===== config.mk =====
export PLATFORM = sky130hd
export DESIGN_NAME = multi_port_parallel_io
export DESIGN_NICKNAME = d
export VERILOG_FILES = /design/src/gpio_pkg.sv /design/src/pin_sync.sv /design/src/multi_port_parallel_io.sv
export VERILOG_INCLUDE_DIRS = /design/src
export SDC_FILE = /design/constraint.sdc
export NUM_CORES = 1
export LEC_CHECK = 0
export BUFFER_PORTS_ARGS = -buffer_cell sky130_fd_sc_hd__buf_2
export CAP_MARGIN = 5
export CELL_PAD_IN_SITES_DETAIL_PLACEMENT = 1
export CELL_PAD_IN_SITES_GLOBAL_PLACEMENT = 2
export CORE_UTILIZATION = 36
export DETAILED_ROUTE_END_ITERATION = 8
export GPL_TIMING_DRIVEN = 1
export PLACE_DENSITY = 0.91
export SETUP_SLACK_MARGIN = 0.02
export SYNTH_ARGS = -nofsm -noshare
export SYNTH_HDL_FRONTEND = slang
export SYNTH_HIERARCHICAL = 1
export SYNTH_SLANG_ARGS = --single-unit

===== constraint.sdc =====
create_clock -name mclk -period 5.05 [get_ports mclk]
set_input_delay 0 -clock mclk [delete_from_list [all_inputs] [get_ports mclk]]
set_output_delay 0 -clock mclk [all_outputs]
set_load 0.005 [all_outputs]

===== src/gpio_defines.svh =====
// constants for the six-port parallel i/o block: register byte
// offsets, reset values and field positions.
// assumes a 32-bit avalon-mm slave with byte addresses.
`ifndef GPIO_DEFINES_SVH
`define GPIO_DEFINES_SVH

// ----------------------------------------------------------------
// register byte offsets
// ----------------------------------------------------------------
`define OFS_PORT_A_OUT_LATCH         8'h00
`define OFS_PORT_A_PIN_READ          8'h04
`define OFS_PORT_A_SEGMENT_SELECT    8'h08
`define OFS_PORT_B_OUT_LATCH         8'h0C
`define OFS_PORT_B_PIN_READ          8'h10
`define OFS_PORT_C_OUT_LATCH         8'h14
`define OFS_PORT_C_PIN_READ          8'h18
`define OFS_PORT_C_OUTPUT_TYPE       8'h1C
`define OFS_PORT_D_OUT_LATCH         8'h20
`define OFS_PORT_D_PIN_READ          8'h24
`define OFS_PORT_D_SEGMENT_SELECT    8'h28
`define OFS_ANALOG_PORT_LATCH        8'h2C
`define OFS_ANALOG_PORT_DIRECTION    8'h30
`define OFS_CONVERTER_CONTROL_ONE    8'h34
`define OFS_PORT_F_OUT_LATCH         8'h38
`define OFS_PORT_F_PIN_READ          8'h3C
`define OFS_PORT_F_SEGMENT_SELECT    8'h40

// ----------------------------------------------------------------
// reset values and field positions
// ----------------------------------------------------------------
`define RST_LATCH8                   8'hFF
`define RST_LATCH3                   3'h7
`define RST_LATCH4                   4'hF
`define RST_CLEAR8                   8'h00
`define RST_CLEAR4                   4'h0
`define RST_ANALOG_INPUT_DIGITAL_DISABLE                    1'h1
`define BIT_ANALOG_INPUT_DIGITAL_DISABLE                    0

`endif


===== src/gpio_pkg.sv =====
// types shared by the six-port parallel i/o block.
// assumes gpio_defines.svh sits in the include path.
`default_nettype none

package gpio_pkg;

	// ------------------------------------------------------------
	// one bit per pin of all six ports, 39 pins
	// ------------------------------------------------------------
	typedef struct packed {
		logic [7:0] a;
		logic [2:0] b;
		logic [3:0] c;
		logic [7:0] d;
		logic [7:0] e;
		logic [7:0] f;
	} port_pins_type;

	// bus access phases: idle, first state, second state
	typedef enum logic [1:0] {
		PH_IDLE,
		PH_S1,
		PH_S2
	} phase_type;

	// ------------------------------------------------------------
	// whole state of the port block
	// ------------------------------------------------------------
	typedef struct packed {
		phase_type     phase;
		logic          waitrequest;
		logic [31:0]   readdata;
		port_pins_type sample;
		logic [7:0]    a_latch;
		logic [7:0]    a_seg;
		logic [2:0]    b_latch;
		logic [3:0]    c_latch;
		logic [3:0]    c_type;
		logic [7:0]    d_latch;
		logic [7:0]    d_seg;
		logic [7:0]    e_latch;
		logic [7:0]    e_dir;
		logic          analog_input_digital_disable;
		logic [7:0]    f_latch;
		logic [7:0]    f_seg;
		port_pins_type drv_out;
		port_pins_type drv_oe_n;
		logic          external_interrupt_zero_prev;
		logic          external_interrupt_zero_pulse;
	} state_type;

endpackage

`default_nettype wire


===== src/pin_sync.sv =====
// two-stage synchroniser for a group of pin levels.
// assumes inputs come from outside the mclk domain.
`default_nettype none

module pin_sync
#(
	parameter int WIDTH = 39
)
(
	// clock and reset
	input  wire logic             mclk,
	input  wire logic             reset,
	// pin levels in and out
	input  wire logic [WIDTH-1:0] d,
	output var  logic [WIDTH-1:0] q
);

	logic [WIDTH-1:0] meta_r;

	// first stage feeds only the second stage
	always_ff @(posedge mclk)
	begin
		if (reset)
		begin
			meta_r <= '0;
			q      <= '0;
		end
		else
		begin
			meta_r <= d;
			q      <= meta_r;
		end
	end

endmodule

`default_nettype wire


===== src/multi_port_parallel_io.sv =====
// six parallel i/o ports with latches, pin reads, segment routing,
// output type control and an analog-capable port.
// assumes an avalon-mm master on mclk and pads that resolve the
// pin level from pin_out and pin_oe_n (low = driven).
// pins reach the logic only through the built-in synchroniser.
`include "gpio_defines.svh"
`default_nettype none

module multi_port_parallel_io
(
	// clock and reset
	input  wire logic                   mclk,
	input  wire logic                   reset,
	// avalon-mm slave
	input  wire logic [7:0]             address,
	input  wire logic                   read,
	input  wire logic                   write,
	input  wire logic [31:0]            writedata,
	input  wire logic [3:0]             byteenable,
	output var  logic [31:0]            readdata,
	output var  logic                   waitrequest,
	// system modes and lcd segment signals
	input  wire logic                   global_output_enable,
	input  wire logic                   stop_mode,
	input  wire logic                   dual_clock_mode,
	input  wire logic [7:0]             seg_a,
	input  wire logic [7:0]             seg_d,
	input  wire logic [7:0]             seg_f,
	// pins
	input  wire gpio_pkg::port_pins_type pin_in,
	output var  gpio_pkg::port_pins_type pin_out,
	output var  gpio_pkg::port_pins_type pin_oe_n,
	// interrupt event from stop_release_pin
	output var  logic                   external_interrupt_zero
);

	import gpio_pkg::*;

	// ------------------------------------------------------------
	// signals
	// ------------------------------------------------------------
	// synchronised pins, whole state and its next value
	port_pins_type pin_q;
	state_type     s_r;
	state_type     s_nxt;
	logic [38:0]   pin_q_flat;

	// ------------------------------------------------------------
	// pin synchroniser
	// ------------------------------------------------------------
	// every pin passes two flops before any logic reads it, so the
	// snapshot, the edge detector and the read mux see one level;
	// the cost is two cycles between a pad change and read data,
	// which software never notices on a register access
	pin_sync #(
		.WIDTH (39)
	) u_pin_sync (
		.mclk  (mclk),
		.reset (reset),
		.d     (pin_in),
		.q     (pin_q_flat)
	);

	// the synchroniser works on a flat vector; restore the fields
	assign pin_q = port_pins_type'(pin_q_flat);

	// ------------------------------------------------------------
	// helper functions
	// ------------------------------------------------------------

	// the three segment-capable ports share one drive rule, so it
	// lives in two functions rather than in three copies of logic

	// released where latch is 1 and no segment, or outputs disabled
	function automatic logic [7:0] seg_port_oe_n(
		input logic [7:0] latch,
		input logic [7:0] seg,
		input logic       goe
	);
		seg_port_oe_n = {8{~goe}} | (~seg & latch);
	endfunction

	// segment signal replaces the latch on the pin, while the
	// latch keeps its stored value for later use
	function automatic logic [7:0] seg_port_out(
		input logic [7:0] latch,
		input logic [7:0] seg,
		input logic [7:0] seg_sig
	);
		seg_port_out = (seg & seg_sig) | (~seg & latch);
	endfunction

	// direction 0 with latch 0 marks an analog input; its pin may
	// sit at any voltage, so the digital path is cut to zero
	// analog port read: output bits give the latch, digital inputs
	// the pin, analog inputs and disabled inputs zero
	function automatic logic [7:0] analog_read(
		input logic [7:0] dir,
		input logic [7:0] latch,
		input logic [7:0] pins,
		input logic       analog_input_digital_disable
	);
		analog_read = (dir & latch)
			| (~dir & latch & pins & {8{~analog_input_digital_disable}});
	endfunction

	// register read multiplexer; bits above a port's width read 0
	// and unmapped offsets read as zero; pin reads give the snapshot
	// taken when the access started, not the live level
	function automatic logic [31:0] read_word(
		input logic [7:0]    adr,
		input state_type     s,
		input port_pins_type smp
	);
		logic [7:0] v;
		v = 8'h00;
		case (adr)
			`OFS_PORT_A_OUT_LATCH:      v = s.a_latch;
			`OFS_PORT_A_PIN_READ:       v = smp.a;
			`OFS_PORT_A_SEGMENT_SELECT: v = s.a_seg;
			`OFS_PORT_B_OUT_LATCH:      v = {5'h00, s.b_latch};
			`OFS_PORT_B_PIN_READ:       v = {5'h00, smp.b};
			`OFS_PORT_C_OUT_LATCH:      v = {4'h0, s.c_latch};
			`OFS_PORT_C_PIN_READ:       v = {4'h0, smp.c};
			`OFS_PORT_C_OUTPUT_TYPE:    v = {4'h0, s.c_type};
			`OFS_PORT_D_OUT_LATCH:      v = s.d_latch;
			`OFS_PORT_D_PIN_READ:       v = smp.d;
			`OFS_PORT_D_SEGMENT_SELECT: v = s.d_seg;
			`OFS_ANALOG_PORT_LATCH:
				v = analog_read(s.e_dir, s.e_latch, smp.e,
					s.analog_input_digital_disable);
			`OFS_ANALOG_PORT_DIRECTION: v = s.e_dir;
			`OFS_CONVERTER_CONTROL_ONE: v = {7'h00, s.analog_input_digital_disable};
			`OFS_PORT_F_OUT_LATCH:      v = s.f_latch;
			`OFS_PORT_F_PIN_READ:       v = smp.f;
			`OFS_PORT_F_SEGMENT_SELECT: v = s.f_seg;
			default:                    v = 8'h00;
		endcase
		read_word = {24'h000000, v};
	endfunction

	// ------------------------------------------------------------
	// next state
	// ------------------------------------------------------------
	always_comb
	begin
		s_nxt = s_r;

		// falling edge on stop_release_pin, driven or not; the edge
		// comes from the synchronised level, so a pulse shorter
		// than one cycle may be missed
		s_nxt.external_interrupt_zero_prev  = pin_q.b[0];
		s_nxt.external_interrupt_zero_pulse = s_r.external_interrupt_zero_prev & ~pin_q.b[0];

		// bus access sequence: idle takes the request and snapshots
		// the pins, the first state answers, the second state raises
		// waitrequest again; a request still held in the second
		// state is not taken twice because the phase is not idle
		case (s_r.phase)
			PH_IDLE:
			begin
				// snapshot pins on the edge that takes the request
				if (read || write)
				begin
					s_nxt.phase  = PH_S1;
					s_nxt.sample = pin_q;
				end
			end
			PH_S1:
			begin
				s_nxt.phase       = PH_S2;
				s_nxt.waitrequest = 1'b0;
				// read data is built from the state before this edge
				if (read)
				begin
					s_nxt.readdata = read_word(address, s_r,
						s_r.sample);
				end
				else if (byteenable[0])
				begin
					// latches take the value on leaving the first state;
					// pin-read and unmapped offsets fall through to
					// the default and change nothing
					case (address)
						`OFS_PORT_A_OUT_LATCH:
							s_nxt.a_latch = writedata[7:0];
						`OFS_PORT_A_SEGMENT_SELECT:
							s_nxt.a_seg = writedata[7:0];
						`OFS_PORT_B_OUT_LATCH:
							s_nxt.b_latch = writedata[2:0];
						`OFS_PORT_C_OUT_LATCH:
							s_nxt.c_latch = writedata[3:0];
						`OFS_PORT_C_OUTPUT_TYPE:
							s_nxt.c_type = writedata[3:0];
						`OFS_PORT_D_OUT_LATCH:
							s_nxt.d_latch = writedata[7:0];
						`OFS_PORT_D_SEGMENT_SELECT:
							s_nxt.d_seg = writedata[7:0];
						`OFS_ANALOG_PORT_LATCH:
							s_nxt.e_latch = writedata[7:0];
						`OFS_ANALOG_PORT_DIRECTION:
							s_nxt.e_dir = writedata[7:0];
						`OFS_CONVERTER_CONTROL_ONE:
							s_nxt.analog_input_digital_disable = writedata[`BIT_ANALOG_INPUT_DIGITAL_DISABLE];
						`OFS_PORT_F_OUT_LATCH:
							s_nxt.f_latch = writedata[7:0];
						`OFS_PORT_F_SEGMENT_SELECT:
							s_nxt.f_seg = writedata[7:0];
						default:
						begin
							s_nxt.f_seg = s_r.f_seg; // unmapped ignored
						end
					endcase
				end
			end
			PH_S2:
			begin
				// answer has been seen; back to idle
				s_nxt.phase       = PH_IDLE;
				s_nxt.waitrequest = 1'b1;
			end
			default:
			begin
				s_nxt.phase       = PH_IDLE;
				s_nxt.waitrequest = 1'b1;
			end
		endcase

		// synchronous reset values; reset comes last so it overrides
		// any access in flight, and the drive below is computed from
		// these values so the pins follow in the same edge
		if (reset)
		begin
			s_nxt.phase       = PH_IDLE;
			s_nxt.waitrequest = 1'b1;
			s_nxt.readdata    = 32'h00000000;
			s_nxt.sample      = '0;
			s_nxt.a_latch     = `RST_LATCH8;
			s_nxt.a_seg       = `RST_CLEAR8;
			s_nxt.b_latch     = `RST_LATCH3;
			s_nxt.c_latch     = `RST_LATCH4;
			s_nxt.c_type      = `RST_CLEAR4;
			s_nxt.d_latch     = `RST_LATCH8;
			s_nxt.d_seg       = `RST_CLEAR8;
			s_nxt.e_latch     = `RST_CLEAR8;
			s_nxt.e_dir       = `RST_CLEAR8;
			s_nxt.analog_input_digital_disable       = `RST_ANALOG_INPUT_DIGITAL_DISABLE;
			s_nxt.f_latch     = `RST_LATCH8;
			s_nxt.f_seg       = `RST_CLEAR8;
			s_nxt.external_interrupt_zero_prev   = 1'b0;
			s_nxt.external_interrupt_zero_pulse  = 1'b0;
		end

		// port a, d, f: latch 1 releases, segment drives; drive uses
		// the next latch values so a write reaches the pins in the
		// same edge as the latch
		s_nxt.drv_out.a  = seg_port_out(s_nxt.a_latch, s_nxt.a_seg,
			seg_a);
		s_nxt.drv_oe_n.a = seg_port_oe_n(s_nxt.a_latch, s_nxt.a_seg,
			global_output_enable);
		s_nxt.drv_out.d  = seg_port_out(s_nxt.d_latch, s_nxt.d_seg,
			seg_d);
		s_nxt.drv_oe_n.d = seg_port_oe_n(s_nxt.d_latch, s_nxt.d_seg,
			global_output_enable);
		s_nxt.drv_out.f  = seg_port_out(s_nxt.f_latch, s_nxt.f_seg,
			seg_f);
		s_nxt.drv_oe_n.f = seg_port_oe_n(s_nxt.f_latch, s_nxt.f_seg,
			global_output_enable);

		// port b: sink only; oscillator bits released in dual clock mode, stop input in stop mode.
		// the stop input ignores the output enable, and in stop mode
		// it is always released so that it can wake the part
		s_nxt.drv_out.b       = s_nxt.b_latch;
		s_nxt.drv_oe_n.b[2:1] = {2{~global_output_enable}}
			| s_nxt.b_latch[2:1] | {2{dual_clock_mode}};
		s_nxt.drv_oe_n.b[0]   = s_nxt.b_latch[0] | stop_mode;

		// port c: open-drain or push-pull per bit; an open-drain bit
		// with latch 1 is released and reads the external level
		s_nxt.drv_out.c  = s_nxt.c_latch;
		s_nxt.drv_oe_n.c = {4{~global_output_enable}}
			| (~s_nxt.c_type & s_nxt.c_latch);

		// analog port: driven only where direction is output; a pin
		// used as analog input must never have its direction set
		s_nxt.drv_out.e  = s_nxt.e_latch;
		s_nxt.drv_oe_n.e = {8{~global_output_enable}}
			| ~s_nxt.e_dir;
	end

	// ------------------------------------------------------------
	// state register
	// ------------------------------------------------------------
	// one register for the whole state; reset is folded into the
	// next-state logic, so this process stays a plain copy and
	// every field shares one clock edge
	always_ff @(posedge mclk)
	begin
		s_r <= s_nxt;
	end

	// ------------------------------------------------------------
	// outputs, all straight from the state register
	// ------------------------------------------------------------
	// no output passes through logic after the register, so the
	// pads and the bus see clean levels that change only on the
	// rising edge of mclk
	assign readdata                = s_r.readdata;
	assign waitrequest             = s_r.waitrequest;
	assign pin_out                 = s_r.drv_out;
	assign pin_oe_n                = s_r.drv_oe_n;
	assign external_interrupt_zero = s_r.external_interrupt_zero_pulse;

endmodule

`default_nettype wire


==> impl_summary.md <==
Worst hold path
The worst hold path begins at write. The worst hold path terminates at s_r[228]. The hold-critical path depth is 3. In this run the worst hold path is classified as in2reg.

Critical path
Across all register-to-register paths, the minimum setup slack is roughly 2500 ps. The critical path is of the reg2reg type. The data required time at the worst endpoint is approximately 5500 ps.

The maximum fanout encountered on the critical timing path is 16. The worst register-to-register path ends at pin_out[31]. In this run the critical register-to-register path is launched from s_r[229]. The arrival time of data at the critical path endpoint is 2970 ps. The element type at the critical path end is a flip-flop.

The worst reg-to-reg path cell count is 6. The worst setup path is launched from a flip-flop.

Clock network
The CTS root buffer is clkbuf_16. TritonCTS built the clock tree. The number of sinks on the clock net is 269. The maximum count of clock buffers along a single path is 3. Gates resized during post-CTS repair numbered 0. The later pin in the worst-skew pair is clocked with a latency of 540 ps.

The post-CTS clock slew at the launch and capture registers of the worst setup and hold paths is approximately 70 ps. The H-tree depth is 1. The CTS buffer count is 28.

Power and ir drop
The largest voltage drop on the vdd net is between 0.0002 and 0.00025 V. The leakage power of the design is 5.17 nW. The power density relative to cell area is 359 nW/µm². The share of power burned in the clock network is 46.3%. The combinational share of power is 5.9%. The share of total power dissipated in sequential elements is 47.8%.

Internal power comes to 3.54 mW. The analysis attributes to net switching a power of 1.03 mW. The switching power share of the total is 22.5%. Summing internal, switching and leakage power gives approximately 4.6 mW.

Placement
The quantity of I/O buffers inserted on ports is 174. Counting tap cells, the placed design contains a total of 1,510 instances. The final weighted congestion in routability-driven placement is ~0.87. The post-DP HPWL is 21,500 µm.

STA
The final number of max-transition violations is 0. Setup repair after global routing left no endpoint under its margin. The final critical-path share of the clock period is 50.5%.

Hold is met by around 29 ps. The post-layout minimum cycle time is 2550 ps. The final-report hold violation count is 0.

For the pin with the worst max-slew slack, the measured transition is 1020 ps. The final setup violation count is 0. Summed over all failing endpoints, the final setup total negative slack is 0 ps.

Based on the critical path, the design can be clocked at up to 392 MHz. The final setup skew is 7.05 ps. The normalized max-slew margin is around a third.

Layout
The area growth from synthesis to layout is 19.8%. The net count reported at finish is 1,344. The final design utilization is 44.1%. The sequential cells in the finished layout cover a total of 5390 µm². The filler cell count is between 3,000 and 4,000. The post-route netlist has a little under a quarter of its cells at a drive strength greater than 1. Excluding fillers, the count of instances in the completed layout stands at 1,635.

The total area of multi-input combinational cells is 4090 µm².

Die
The number of ports placed on the die boundary is approximately 230. After floorplanning, the core was divided into 62 placement rows. The horizontal die dimension is 174 µm.

The core region is 28,900 µm². The floorplan step defined a die boundary enclosing 30,200 µm². The die is 174 µm tall.

For this configuration, the core starts out at a cell density of 36.8%.

Global routing
For this run the aggregate overflow at the end of global routing stands at 0. The first global-routing pass estimated 48,300 µm of wire. For this run, the total global-route usage over all layers was measured as 20.8%.

The maximum number of pins on one net before global-route repair is between 100 and 150. The via count of the first global-routing pass is 8,107. The initial antenna violation count is 0.

Yosys
In the synthesized netlist the async set-or-reset flop fraction comes to 0%. The largest area contributor in the synthesized netlist is dfxtp_1. The area of the mapped netlist is between 10,000 and 15,000 µm². The number of cells produced by synthesis is 1,097. Yosys attributes the largest share of cell area to dfxtp_1 (51%), buf_4 (8.0%), nor2b_1 (6.8%). The synthesized design contains 269 register bits.

Counting flops with a built-in enable in the synthesized netlist gives 0. For this run, the number of Yosys warnings is 6. The proportion of netlist area held by the largest area contributor is 50.8%. The average instance area after synthesis is 9.67 µm². The leading register cell type out of synthesis is dfxtp_1. The number of distinct standard cells referenced by the synthesized netlist is 63.

The sequential share of the synthesized area is 50.8%.

Drt
The DRC marker count from the first detailed-route iteration is 525. The routed length per instance is about 19 µm. The count of nets left with antenna violations once routing finished came out at 0. After detailed routing, the total wire length is about 32,000 µm. The first detailed-routing pass ran for 5 iterations. After detailed routing, the number of vias per cell comes to around 4.8. The routed layout has 7,829 vias. The DRC violation count after routing is 0.

Status
The run finished with clean final reports.

Flow run
The number of max-cap violations is 0.
[synthesized netlist by cell type, types with 3 or more instances]
cell type and count:
buf_1 11, mux2_2 41, a21o_1 4, inv_1 27, inv_2 5, nand3_1 13
a22oi_1 17, buf_4 113, a32oi_1 3, nand4b_1 3, clkbuf_1 32, nand4_1 3
a31oi_1 5, o21ai_0 35, and3_1 4, o211ai_1 3, nand3_2 3, nand2b_1 3
nand3b_1 4, a211oi_1 9, buf_6 3, nor2b_1 116, nand2_1 128, nor3_1 5
dfxtp_1 269, nor2_1 49, buf_2 16, nor4bb_1 3, a221oi_1 4, a21oi_1 57
o31ai_1 3, mux2i_1 62, a211o_1 3
[worst max path at each step]
stage	cells after the start	from	slack [ps]	endpoint
after floorplan	6	s_r[229]	3170	pin_out[2]
after global placement	6	address[5]	2340	pin_out[20]
after detailed placement	6	address[5]	2330	pin_out[22]
after CTS	6	s_r[229]	2530	pin_out[31]
after global routing	6	s_r[229]	2370	pin_out[31]
final	6	s_r[229]	2500	pin_out[31]
[sequential cells by signal, indices dropped and copies added (netlist names)]
register                 flops
external_interrupt_zero      1
pin_oe_n                    39
pin_out                     39
readdata                     8
s_r                        103
u_pin_sync/meta_r           39
u_pin_sync/q                39
waitrequest                  1
[what timing repair did]
action,CTS,global route
buffers inserted,0,0
hold buffers,74,0
hold endpoints to repair,144,0
[metrics by stage]
| step | worst slack, ps | instance area, µm² |
|---|---|---|
| 2_1_floorplan | 3170 | 10700 |
| 3_3_place_gp | 2340 | 11000 |
| 3_5_place_dp | 2330 | 11000 |
| 4_1_cts | 2530 | 12700 |
| 5_1_grt | 2370 | 12700 |
| 6_report | 2500 | 12700 |
[logic make-up (layout without fill, tap and decap cells)]
group                  count (synthesis)  after routing  synth area share, %
flip-flops                           269            269                 50.8
AND/OR/NAND/NOR                      352            352                 17.4
AO/OA/AOI/OAI                        163            163                 9.65
other                                  1             25               0.0353
buffers and inverters                207            337                 11.7
multiplexers                         105            105                 10.4
[power groups by stage]
stage / registers, mW / clock network, mW / logic (mW)
floorplan: 2.22 / 0 / 0.155
global placement: 2.23 / 0 / 0.220
detailed placement: 2.23 / 0 / 0.222
CTS: 2.18 / 2.15 / 0.266
global route: 2.18 / 2.24 / 0.293
finish: 2.18 / 2.11 / 0.269
[metal layers]
layer | vias to the layer above | track usage [%] | routed length (µm)
met5 | - | 0 | 0
li1 | 3812 | - | -
met4 | 0 | 5.48 | 648
met3 | 41 | 3.16 | 1540
met2 | 233 | 35.4 | 15100
met1 | 3743 | 27.3 | 14400
[worst max-delay path, stage by stage, from the launching register on]
cell,delay (ps)
dfxtp_1,340
and4bb_2,600
and3_1,670
nor2b_1,110
a211oi_1,340
inv_1,90
mux2_2,280
[placed cells by master, fill, tap and decap left out, types with 3 or more instances in the layout]
cell,n
a211o_1,3
a211oi_1,9
a21o_1,4
a21oi_1,57
a221oi_1,4
a22oi_1,17
a31oi_1,5
a32oi_1,3
and3_1,4
buf_2,173
buf_4,7
bufinv_16,3
clkbuf_16,29
clkbuf_8,4
clkinv_2,5
clkinvlp_4,5
conb_1,24
dfxtp_1,269
dlygate4sd3_1,74
inv_1,27
inv_2,5
mux2_2,41
mux2i_1,62
nand2_1,128
nand2b_1,3
nand3_1,13
nand3_2,3
nand3b_1,4
nand4_1,3
nand4b_1,3
nor2_1,49
nor2b_1,116
nor3_1,5
o211ai_1,3
o21ai_0,35
o31ai_1,3
[final cells by class]
| cell class | count | share of cell area [%] |
|---|---|---|
| clock inverter | 16 | 1.41 |
| sequential | 269 | 42.3 |
| inverter | 32 | 0.945 |
| multi-input combinational | 644 | 32.2 |
| timing repair buffer | 255 | 13.1 |
| clock buffer | 34 | 6.17 |
| antenna | 1 | 0.0197 |
| tap | 384 | 3.78 |
Note: power is estimated with default switching activity, not from simulation.
